===== config.mk =====
export PLATFORM = sky130hd
export DESIGN_NAME = mau_top
export DESIGN_NICKNAME = d
export VERILOG_FILES = /design/src/mau_pkg.sv /design/src/mau_top.sv /design/src/mau_mul_add.sv /design/src/mau_pipe.sv
export SDC_FILE = /design/constraint.sdc
export NUM_CORES = 2
export LEC_CHECK = 0
export BUFFER_PORTS_ARGS = -buffer_cell sky130_fd_sc_hd__buf_2
export CORE_MARGIN = 3
export CORE_UTILIZATION = 50
export CTS_CLUSTER_SIZE = 25
export DETAILED_ROUTE_END_ITERATION = 10
export GPL_ROUTABILITY_DRIVEN = 0
export GPL_TIMING_DRIVEN = 0
export PLACE_DENSITY_LB_ADDON = 0.25
export SLEW_MARGIN = 20
export SYNTH_ARGS = -nofsm -noshare
export SYNTH_HDL_FRONTEND = slang
export SYNTH_SLANG_ARGS = --single-unit

===== constraint.sdc =====
create_clock -name CLK_I -period 15.8 [get_ports CLK_I]
set_clock_uncertainty 0.2 [all_clocks]
set_input_delay 0.79 -clock CLK_I [delete_from_list [all_inputs] [get_ports CLK_I]]
set_output_delay 0.79 -clock CLK_I [all_outputs]
set_load 0.01 [all_outputs]

===== src/mau_pkg.sv =====
package mau_pkg;

    // operand and result widths
    localparam int A_W    = 16;
    localparam int B_W    = 16;
    localparam int C_W    = 32;
    localparam int FULL_W = 34;
    localparam int DATA_W = 32;
    localparam int ADDR_W = 8;

    // pipeline depth used for the "optimal" fixed-point latency setting
    localparam int OPT_DEPTH = 3;
    localparam int LAT_OPT   = -1;

    // register byte offsets
    localparam logic [ADDR_W-1:0] OPA_OFS    = 8'h00;
    localparam logic [ADDR_W-1:0] OPB_OFS    = 8'h04;
    localparam logic [ADDR_W-1:0] OPC_OFS    = 8'h08;
    localparam logic [ADDR_W-1:0] CTRL_OFS   = 8'h0C;
    localparam logic [ADDR_W-1:0] RESLO_OFS  = 8'h10;
    localparam logic [ADDR_W-1:0] RESHI_OFS  = 8'h14;
    localparam logic [ADDR_W-1:0] STATUS_OFS = 8'h18;

    // control register fields
    localparam int CTRL_SUB_BIT   = 0;
    localparam int CTRL_EN_BIT    = 1;
    localparam int CTRL_SGN_BIT   = 2;
    localparam int CTRL_USER_BIT  = 3;
    localparam int CTRL_OBITS_LSB = 4;
    localparam int CTRL_OFRAC_LSB = 10;
    localparam int CTRL_FA_LSB    = 16;
    localparam int CTRL_FB_LSB    = 21;
    localparam int OBITS_W        = 6;
    localparam int FRAC_W         = 5;

    // status register fields
    localparam int STAT_OK_BIT     = 0;
    localparam int STAT_EN_BIT     = 1;
    localparam int STAT_FLT_BIT    = 2;
    localparam int STAT_PRIMED_BIT = 3;
    localparam int STAT_MODE_LSB   = 4;
    localparam int STAT_DEPTH_LSB  = 8;

    // reset values: signed, full precision, 34 output bits, disabled
    localparam logic [DATA_W-1:0] OPA_RST  = 32'h0000_0000;
    localparam logic [DATA_W-1:0] OPB_RST  = 32'h0000_0000;
    localparam logic [DATA_W-1:0] OPC_RST  = 32'h0000_0000;
    localparam logic [DATA_W-1:0] CTRL_RST = 32'h0000_0224;

    typedef enum logic [1:0] {
        MAU_OP_ADD = 2'b00,
        MAU_OP_SUB = 2'b01,
        MAU_OP_SEL = 2'b11
    } mau_op_type;

    typedef struct packed {
        logic [A_W-1:0] a;
        logic [B_W-1:0] b;
        logic [C_W-1:0] c;
        logic           sub;
        logic           sgn;
    } mau_ops_type;

    // legal latency settings per arithmetic and enable choice
    function automatic logic latency_ok(input logic flt, input logic has_en, input int lat);
        if (flt) begin
            return has_en ? (lat > 0) : (lat >= 0);
        end
        return has_en ? (lat == LAT_OPT) : (lat == 0 || lat == LAT_OPT);
    endfunction

    // register stages implied by a latency setting
    function automatic int depth_of(input logic flt, input int lat);
        if (!flt && lat == LAT_OPT) begin
            return OPT_DEPTH;
        end
        return (lat > 0) ? lat : 0;
    endfunction

endpackage


===== src/mau_top.sv =====
`timescale 1ns/100ps
module mau_top #(
    parameter mau_pkg::mau_op_type OP_MODE = mau_pkg::MAU_OP_SEL,
    parameter bit                  HAS_EN  = 1'b1,
    parameter bit                  FLOAT   = 1'b0,
    parameter int                  LATENCY = -1
) (
    input  wire logic                         CLK_I,
    input  wire logic                         SRST_I,
    input  wire logic                         PSEL_I,
    input  wire logic                         PENABLE_I,
    input  wire logic                         PWRITE_I,
    input  wire logic [mau_pkg::ADDR_W-1:0]   PADDR_I,
    input  wire logic [mau_pkg::DATA_W-1:0]   PWDATA_I,
    input  wire logic [3:0]                   PSTRB_I,
    output logic      [mau_pkg::DATA_W-1:0]   PRDATA_O,
    output logic                              PREADY_O,
    output logic                              PSLVERR_O
);
    localparam int DEPTH  = mau_pkg::depth_of(FLOAT, LATENCY);
    localparam bit CFG_OK = mau_pkg::latency_ok(FLOAT, HAS_EN, LATENCY);
    localparam logic [7:0] DEPTH_B = 8'(DEPTH);

    logic [mau_pkg::DATA_W-1:0] opa_reg;
    logic [mau_pkg::DATA_W-1:0] opb_reg;
    logic [mau_pkg::DATA_W-1:0] opc_reg;
    logic [mau_pkg::DATA_W-1:0] ctrl_reg;
    logic [mau_pkg::DATA_W-1:0] prdata_reg;
    logic [mau_pkg::DATA_W-1:0] prdata_next;
    logic                       pready_reg;
    logic                       pslverr_reg;
    logic                       pslverr_next;
    logic [7:0]                 fill_reg;
    logic [7:0]                 run_reg;
    logic                       setup;
    logic                       wr_take;
    logic                       adv;
    logic                       sub_eff;
    logic                       prec_user;
    mau_pkg::mau_ops_type       ops;
    logic [mau_pkg::FULL_W-1:0] raw;
    logic [mau_pkg::FULL_W-1:0] pipe_q;
    logic [mau_pkg::FULL_W-1:0] pipe_d;
    logic [mau_pkg::FULL_W-1:0] fmt;
    logic [mau_pkg::DATA_W-1:0] status;

    // byte-lane merge of a write into a stored word
    function automatic logic [31:0] merge_strb(input logic [31:0] old, input logic [31:0] wd,
                                               input logic [3:0] strb);
        logic [31:0] res;
        res = old;
        for (int i = 0; i < 4; i++) begin
            if (strb[i]) begin
                res[8*i +: 8] = wd[8*i +: 8];
            end
        end
        return res;
    endfunction

    // rescale to the chosen fraction, cut to the chosen width, then extend by type
    function automatic logic [33:0] quantize(input logic [33:0] x, input int shift,
                                             input int obits, input logic sgn);
        logic [33:0] v;
        int          nb;
        v  = '0;
        nb = (obits < 1 || obits > mau_pkg::FULL_W) ? mau_pkg::FULL_W : obits;
        if (shift >= 0) begin
            v = sgn ? 34'($signed(x) >>> shift) : 34'(x >> shift);
        end else begin
            v = 34'(x << (-shift));
        end
        for (int i = 0; i < mau_pkg::FULL_W; i++) begin
            if (i >= nb) begin
                v[i] = sgn & v[nb-1];
            end
        end
        return v;
    endfunction

    // apb phases: writes are taken only in an access cycle that shows ready
    assign setup   = PSEL_I & ~PENABLE_I;
    assign wr_take = PSEL_I & PENABLE_I & PWRITE_I & pready_reg;

    // one wait-free access phase: ready rises in the first access cycle
    always_ff @(posedge CLK_I) begin
        if (SRST_I) begin
            pready_reg <= 1'b0;
        end else begin
            pready_reg <= setup;
        end
    end

    // operand registers feed the datapath every sample period
    always_ff @(posedge CLK_I) begin
        if (SRST_I) begin
            opa_reg <= mau_pkg::OPA_RST;
            opb_reg <= mau_pkg::OPB_RST;
            opc_reg <= mau_pkg::OPC_RST;
        end else if (wr_take) begin
            if (PADDR_I == mau_pkg::OPA_OFS) begin
                opa_reg <= merge_strb(opa_reg, PWDATA_I, PSTRB_I) & 32'h0000_FFFF;
            end
            if (PADDR_I == mau_pkg::OPB_OFS) begin
                opb_reg <= merge_strb(opb_reg, PWDATA_I, PSTRB_I) & 32'h0000_FFFF;
            end
            if (PADDR_I == mau_pkg::OPC_OFS) begin
                opc_reg <= merge_strb(opc_reg, PWDATA_I, PSTRB_I);
            end
        end
    end

    // control register: subtract, enable, type and output precision
    always_ff @(posedge CLK_I) begin
        if (SRST_I) begin
            ctrl_reg <= mau_pkg::CTRL_RST;
        end else if (wr_take && PADDR_I == mau_pkg::CTRL_OFS) begin
            ctrl_reg <= merge_strb(ctrl_reg, PWDATA_I, PSTRB_I) & 32'h03FF_FFFF;
        end
    end

    // operation choice is fixed by configuration except in the selectable one
    always_comb begin
        case (OP_MODE)
            mau_pkg::MAU_OP_ADD: sub_eff = 1'b0;
            mau_pkg::MAU_OP_SUB: sub_eff = 1'b1;
            mau_pkg::MAU_OP_SEL: sub_eff = ctrl_reg[mau_pkg::CTRL_SUB_BIT];
            default:             sub_eff = 1'b0;
        endcase
    end

    // an illegal latency setting keeps the unit frozen rather than run mistimed
    assign adv = CFG_OK & (~HAS_EN | ctrl_reg[mau_pkg::CTRL_EN_BIT]);

    // operand bundle; c is taken as already aligned by the neighbours
    always_comb begin
        ops.a   = opa_reg[mau_pkg::A_W-1:0];
        ops.b   = opb_reg[mau_pkg::B_W-1:0];
        ops.c   = opc_reg;
        ops.sub = sub_eff;
        ops.sgn = ctrl_reg[mau_pkg::CTRL_SGN_BIT];
    end

    mau_mul_add i_mau_mul_add (
        .ops_i (ops),
        .sum_o (raw)
    );

    // a refused setting shows zero, even on a path with no registers to freeze
    assign pipe_d = CFG_OK ? raw : '0;

    mau_pipe #(
        .DEPTH (DEPTH)
    ) i_mau_pipe (
        .clk_i  (CLK_I),
        .srst_i (SRST_I),
        .adv_i  (adv),
        .d_i    (pipe_d),
        .q_o    (pipe_q)
    );

    // output precision: float ignores the user setting and stays full
    assign prec_user = ctrl_reg[mau_pkg::CTRL_USER_BIT] & ~FLOAT;
    always_comb begin
        if (prec_user) begin
            fmt = quantize(pipe_q,
                           int'(ctrl_reg[mau_pkg::CTRL_FA_LSB +: mau_pkg::FRAC_W])
                         + int'(ctrl_reg[mau_pkg::CTRL_FB_LSB +: mau_pkg::FRAC_W])
                         - int'(ctrl_reg[mau_pkg::CTRL_OFRAC_LSB +: mau_pkg::OBITS_W]),
                           int'(ctrl_reg[mau_pkg::CTRL_OBITS_LSB +: mau_pkg::OBITS_W]),
                           ctrl_reg[mau_pkg::CTRL_SGN_BIT]);
        end else begin
            fmt = pipe_q;
        end
    end

    // fill level: tells software the pipeline has seen a full latency of samples
    always_ff @(posedge CLK_I) begin
        if (SRST_I) begin
            fill_reg <= 8'h00;
        end else if (adv && fill_reg < DEPTH_B) begin
            fill_reg <= fill_reg + 8'h01;
        end
    end

    // consecutive advancing cycles, saturating
    always_ff @(posedge CLK_I) begin
        if (SRST_I) begin
            run_reg <= 8'h00;
        end else if (!adv) begin
            run_reg <= 8'h00;
        end else if (run_reg != 8'hFF) begin
            run_reg <= run_reg + 8'h01;
        end
    end

    always_comb begin
        status = '0;
        status[mau_pkg::STAT_OK_BIT]            = CFG_OK;
        status[mau_pkg::STAT_EN_BIT]            = HAS_EN;
        status[mau_pkg::STAT_FLT_BIT]           = FLOAT;
        status[mau_pkg::STAT_PRIMED_BIT]        = (fill_reg == DEPTH_B);
        status[mau_pkg::STAT_MODE_LSB +: 2]     = OP_MODE;
        status[mau_pkg::STAT_DEPTH_LSB +: 8]    = DEPTH_B;
    end

    // read decode; an unmapped address reads zero and flags an error
    always_comb begin
        prdata_next  = '0;
        pslverr_next = 1'b0;
        case (PADDR_I)
            mau_pkg::OPA_OFS:    prdata_next = opa_reg;
            mau_pkg::OPB_OFS:    prdata_next = opb_reg;
            mau_pkg::OPC_OFS:    prdata_next = opc_reg;
            mau_pkg::CTRL_OFS:   prdata_next = ctrl_reg;
            mau_pkg::RESLO_OFS:  prdata_next = fmt[31:0];
            mau_pkg::RESHI_OFS:  prdata_next = {30'h0, fmt[33:32]};
            mau_pkg::STATUS_OFS: prdata_next = status;
            default:             pslverr_next = 1'b1;
        endcase
    end

    // answer captured at the setup edge so the bus outputs come from flops
    always_ff @(posedge CLK_I) begin
        if (SRST_I) begin
            prdata_reg  <= 32'h0000_0000;
            pslverr_reg <= 1'b0;
        end else if (setup) begin
            prdata_reg  <= PWRITE_I ? 32'h0000_0000 : prdata_next;
            pslverr_reg <= pslverr_next;
        end else begin
            pslverr_reg <= 1'b0;
        end
    end

    assign PRDATA_O  = prdata_reg;
    assign PREADY_O  = pready_reg;
    assign PSLVERR_O = pslverr_reg;

    generate
        if (DEPTH > 0) begin : g_lat_chk

        end
    endgenerate
endmodule


===== src/mau_mul_add.sv =====
`timescale 1ns/100ps
module mau_mul_add (
    input  wire mau_pkg::mau_ops_type         ops_i,
    output logic [mau_pkg::FULL_W-1:0]        sum_o
);
    logic signed [mau_pkg::A_W:0]      a_x;
    logic signed [mau_pkg::B_W:0]      b_x;
    logic signed [mau_pkg::FULL_W-1:0] prod;
    logic signed [mau_pkg::FULL_W-1:0] c_x;

    // one extra bit carries sign or zero so one signed multiplier serves both types
    always_comb begin
        a_x   = {ops_i.sgn & ops_i.a[mau_pkg::A_W-1], ops_i.a};
        b_x   = {ops_i.sgn & ops_i.b[mau_pkg::B_W-1], ops_i.b};
        prod  = a_x * b_x;
        c_x   = {{(mau_pkg::FULL_W-mau_pkg::C_W){ops_i.sgn & ops_i.c[mau_pkg::C_W-1]}},
                 ops_i.c};
        sum_o = ops_i.sub ? prod - c_x : prod + c_x;
    end
endmodule


===== src/mau_pipe.sv =====
`timescale 1ns/100ps
module mau_pipe #(
    parameter int DEPTH = 3
) (
    input  wire logic                         clk_i,
    input  wire logic                         srst_i,
    input  wire logic                         adv_i,
    input  wire logic [mau_pkg::FULL_W-1:0]   d_i,
    output logic      [mau_pkg::FULL_W-1:0]   q_o
);
    generate
        if (DEPTH == 0) begin : g_comb
            // zero latency: a purely combinational path
            assign q_o = d_i;
        end else begin : g_regs
            logic [mau_pkg::FULL_W-1:0] stage_reg [DEPTH];

            // every stage shifts only when the unit advances
            always_ff @(posedge clk_i) begin
                if (srst_i) begin
                    for (int i = 0; i < DEPTH; i++) begin
                        stage_reg[i] <= '0;
                    end
                end else if (adv_i) begin
                    stage_reg[0] <= d_i;
                    for (int i = 1; i < DEPTH; i++) begin
                        stage_reg[i] <= stage_reg[i-1];
                    end
                end
            end
            assign q_o = stage_reg[DEPTH-1];
        end
    endgenerate
endmodule


==> metrics.md <==
| Metric | Value |
|---|---|
| Full die area | `66700 µm²` |
| Critical path arrival | `around 15 ns` |
| Detail Route Antenna Nets | `0` |
| Power share of the sequential group | `roughly 47%` |
| Starting density of the core | `51.0%` |
| Synth Warn # | `0` |
| # setup viols final | `0` |
| Crit end category | `register` |
| Crit path kind | `reg -> reg` |
| Failing checks | `design-rule violations` |
| Via Count | `about 31000` |
| GRT overflow | `0` |
| Required time of the critical path | `~16 ns` |
| Fmax | `0.0695 GHz` |
| Pwr Density | `approximately 40 nW/µm²` |
| Cells after synthesis | `3818` |
| Most common cell on crit path | `a21oi_1` |
| Ports | `83` |
| Async set-reset flop share out of synthesis | `0%` |
| Cts repair resizes | `0` |
| CTS Hold Bufs | `0` |
| Sequential fraction of the synthesis area | `approximately 18%` |
| Reg2reg path depth | `38` |
| # Max-Cap Violations | `0` |
| Internal power | `1.02 mW` |
| DR pass1 iterations | `11` |
| Top FF cell, synth | `dfxtp_1` |
| Routed len/inst | `between 20 and 30 µm` |
| Slew Viols, Final | `0` |
| Outcome | `finished, violations left` |
| Core Region | `slightly above 60000 µm²` |
| Die Ht | `258 µm` |
| Clk_lat worst skew | `slightly below 0.6 ns` |
| Clock sink total | `between 200 and 250` |
| Layout cell share with drive strength beyond 1 | `approximately 8.3%` |
| TritonCTS clock tree | `yes` |
| Final WL | `123 mm` |
| Crit Reg-Reg Endpoint | `PRDATA_O[31]` |
| Max FFs per register | `about 100` |
| Critical Path Max Stage Delay | `roughly 0.8 ns` |
| Largest net degree at the start of global routing | `44` |
| Final std cell area, no fill | `about 34000 µm²` |
| Initial antenna violation count | `3` |
| H-tree depth | `1` |
| Syn Nets | `about 4300` |
| Vias in the first global route | `between 20000 and 30000` |
| CP startpoint kind | `register` |
| Clock Path Buffers | `3` |
| # Post-CTS Setup Buffers | `0` |
| Die Wd | `258 µm` |
| Dpl cell area | `33400 µm²` |
| # port buffers | `80` |
| Worst vdd ir | `roughly 65 µV` |
| Clock share of power | `between 40% and 50%` |
| FF+latch count, synth | `approximately 230` |
| Vias/cell | `6.55` |
| R2R Setup Slk | `between 1 and 1.5 ns` |
| Hold Startpoint | `PRDATA_O[8]` |
| Rows | `91` |
| Nets@finish | `between 4000 and 5000` |
| Period minus WS final | `between 10 and 15 ns` |
| Post-DP HPWL | `just under 100 mm` |
| Clock-pin slew of the registers on the worst-case setup and hold paths | `0.06 ns` |
| Mapped Avg Cell Area | `8.34 µm²` |
| Origin of the critical flop-to-flop path | `ctrl_reg[17]` |
| Root Buffer | `clkbuf_16` |
| Worst slew pin tran | `approximately 1.2 ns` |
| RSZ-0062 raised after global routing | `no` |
| Hold endpoint | `PRDATA_O[8]` |
| Reg area | `~5700 µm²` |
| Area of the multi-input gates | `23800 µm²` |
| DRC violations left | `119` |
| GRT Util Overall | `a little over a third` |
| Comb pwr share | `under 10%` |
| Synth cell types | `~110` |
| Post-synth EDFFs | `roughly 100` |
| Psw | `approximately 0.36 mW` |
| Fillers | `5943` |
| Cts bufs inserted | `26` |
| Slowest CP cell | `a2111oi_0` |
| Leak pwr | `14.5 nW` |
| Worst-path fanout max | `10` |
| Area growth syn-to-layout | `7.61%` |
| Final Cycle Share | `just over 90%` |
| Starting DRT DRC Count | `4844` |
| Mapped Area | `about 32000 µm²` |
| Total negative slack | `0 ns` |
| Worst slew margin | `~22%` |
| Hold Crit Class | `reg -> reg` |
| Switching share of power | `26.0%` |
| First-pass GRT wire length | `about 180 mm` |
| Min-Delay Path Depth | `2` |
| Final hold vios | `0` |
## how the worst max path moves through the flow
stage | start | to | slack, ns
after CTS | ctrl_reg[17] | PRDATA_O[31] | 2.21
after global routing | ctrl_reg[17] | PRDATA_O[31] | 0.95
after detailed placement | ctrl_reg[17] | PRDATA_O[31] | 2.27
after floorplan | ctrl_reg[17] | PRDATA_O[31] | 5.58
final | ctrl_reg[17] | PRDATA_O[31] | 1.42
after global placement | ctrl_reg[17] | PRDATA_O[31] | 2.20
## synth_stat cells, types with 30 or more instances
cell / count / share of area [%]
nand2_1: 433 / 5.1
inv_1: 373 / 4.4
nor2_1: 359 / 4.2
fa_1: 302 / 19
a21oi_1: 217 / 3.4
and2_1: 199 / 3.9
clkbuf_1: 184 / 2.2
mux2i_1: 166 / 5.2
ha_1: 140 / 5.5
o21ai_0: 134 / 2.1
dfxtp_1: 132 / 8.3
edfxtp_1: 102 / 9.6
nor3_1: 90 / 1.4
xnor2_1: 80 / 2.2
nand3_1: 74 / 1.2
a31oi_1: 51 / 1.0
mux2_2: 42 / 1.5
o211ai_1: 40 / 0.94
mux4_2: 36 / 2.5
buf_2: 34 / 0.53
a211oi_1: 32 / 0.75
buf_1: 30 / 0.35
## cell usage in the layout (no fill, tap or decap), drive strengths merged, types with 13 or more instances in the layout
| cell | netlist | layout |
|---|---|---|
| and2 | 200 | 200 |
| nand4 | 18 | 18 |
| a21oi | 218 | 218 |
| clkbuf | 184 | 215 |
| nor3 | 93 | 93 |
| a21o | 22 | 22 |
| o31ai | 20 | 20 |
| nand3 | 76 | 76 |
| or2 | 25 | 25 |
| o21bai | 23 | 23 |
| dfxtp | 132 | 132 |
| or3 | 29 | 29 |
| mux2i | 166 | 166 |
| o22ai | 13 | 13 |
| nor2b | 23 | 23 |
| o211ai | 42 | 42 |
| o21a | 18 | 18 |
| mux2 | 43 | 43 |
| a222oi | 18 | 18 |
| a211oi | 35 | 35 |
| nor4 | 26 | 26 |
| buf | 71 | 155 |
| xnor2 | 81 | 81 |
| nor2 | 359 | 359 |
| a21boi | 17 | 17 |
| nand2 | 433 | 433 |
| xor2 | 14 | 14 |
| and3 | 26 | 26 |
| a31oi | 51 | 51 |
| fa | 302 | 302 |
| a211o | 13 | 13 |
| ha | 140 | 140 |
| o21ai | 139 | 139 |
| nand2b | 22 | 22 |
| inv | 375 | 379 |
| mux4 | 36 | 36 |
| a221oi | 22 | 22 |
| edfxtp | 102 | 102 |
## through the flow
step	utilization (%)	cells	worst slack (ns)	hold slack, ns	power, mW
after global routing	54.9	4786	0.948	0.285	1.41
after global placement	53.3	4735	2.20	0.245	0.767
after CTS	54.8	4785	2.21	0.257	1.37
final	54.9	4788	1.42	0.259	1.38
after detailed placement	53.5	4738	2.27	0.248	0.767
after floorplan	-	3818	5.58	0.229	0.718
## logic make-up after synthesis
| group | Yosys count | share of synthesized area [%] |
|---|---|---|
| XOR/XNOR | 99 | 2.95 |
| AND/OR/NAND/NOR | 1376 | 20.6 |
| multiplexers | 245 | 9.29 |
| buffers and inverters | 631 | 7.67 |
| flip-flops | 234 | 17.9 |
| adder cells (fa/ha/maj) | 442 | 24.5 |
| AO/OA/AOI/OAI | 791 | 17.1 |
## worst max-delay path, delay by kind of cell (launching register included)
| family | cells | cell delay, ns |
|---|---|---|
| simple gates | 11 | 4.11 |
| fa+ha+maj | 4 | 1.90 |
| compound gates | 16 | 5.44 |
| flops | 1 | 0.37 |
| buf+inv | 7 | 2.28 |
## metal layers
layer / up-vias / part of all wire (%) / wire [µm] / GRT usage [%]
li1: 13500 / - / - / -
met1: 14700 / 35 / 43500 / 44.3
met2: 2485 / 43 / 52400 / 55.3
met3: 676 / 13 / 16500 / 11.8
met4: 2 / 8.4 / 10300 / 22.2
met5: - / 0.012 / 15 / 0
## power groups by stage
stage	Combinational, mW	Sequential, mW	Clock [mW]
after floorplan	0.0622	0.656	0
after global placement	0.106	0.661	0
after detailed placement	0.107	0.660	0
after CTS	0.107	0.647	0.614
after global routing	0.120	0.648	0.637
final	0.117	0.648	0.611
## layout make-up
cell class	instances	share of cell area, %
multi-input combinational	2953	69.3
sequential	234	16.7
inverter	376	4.12
tap	837	3.06
buffer	255	3.01
clock buffer	31	1.98
timing repair buffer	84	1.33
clock inverter	16	0.497
antenna	2	0.0146
No activity file was read; power rests on OpenSTA's default activity.
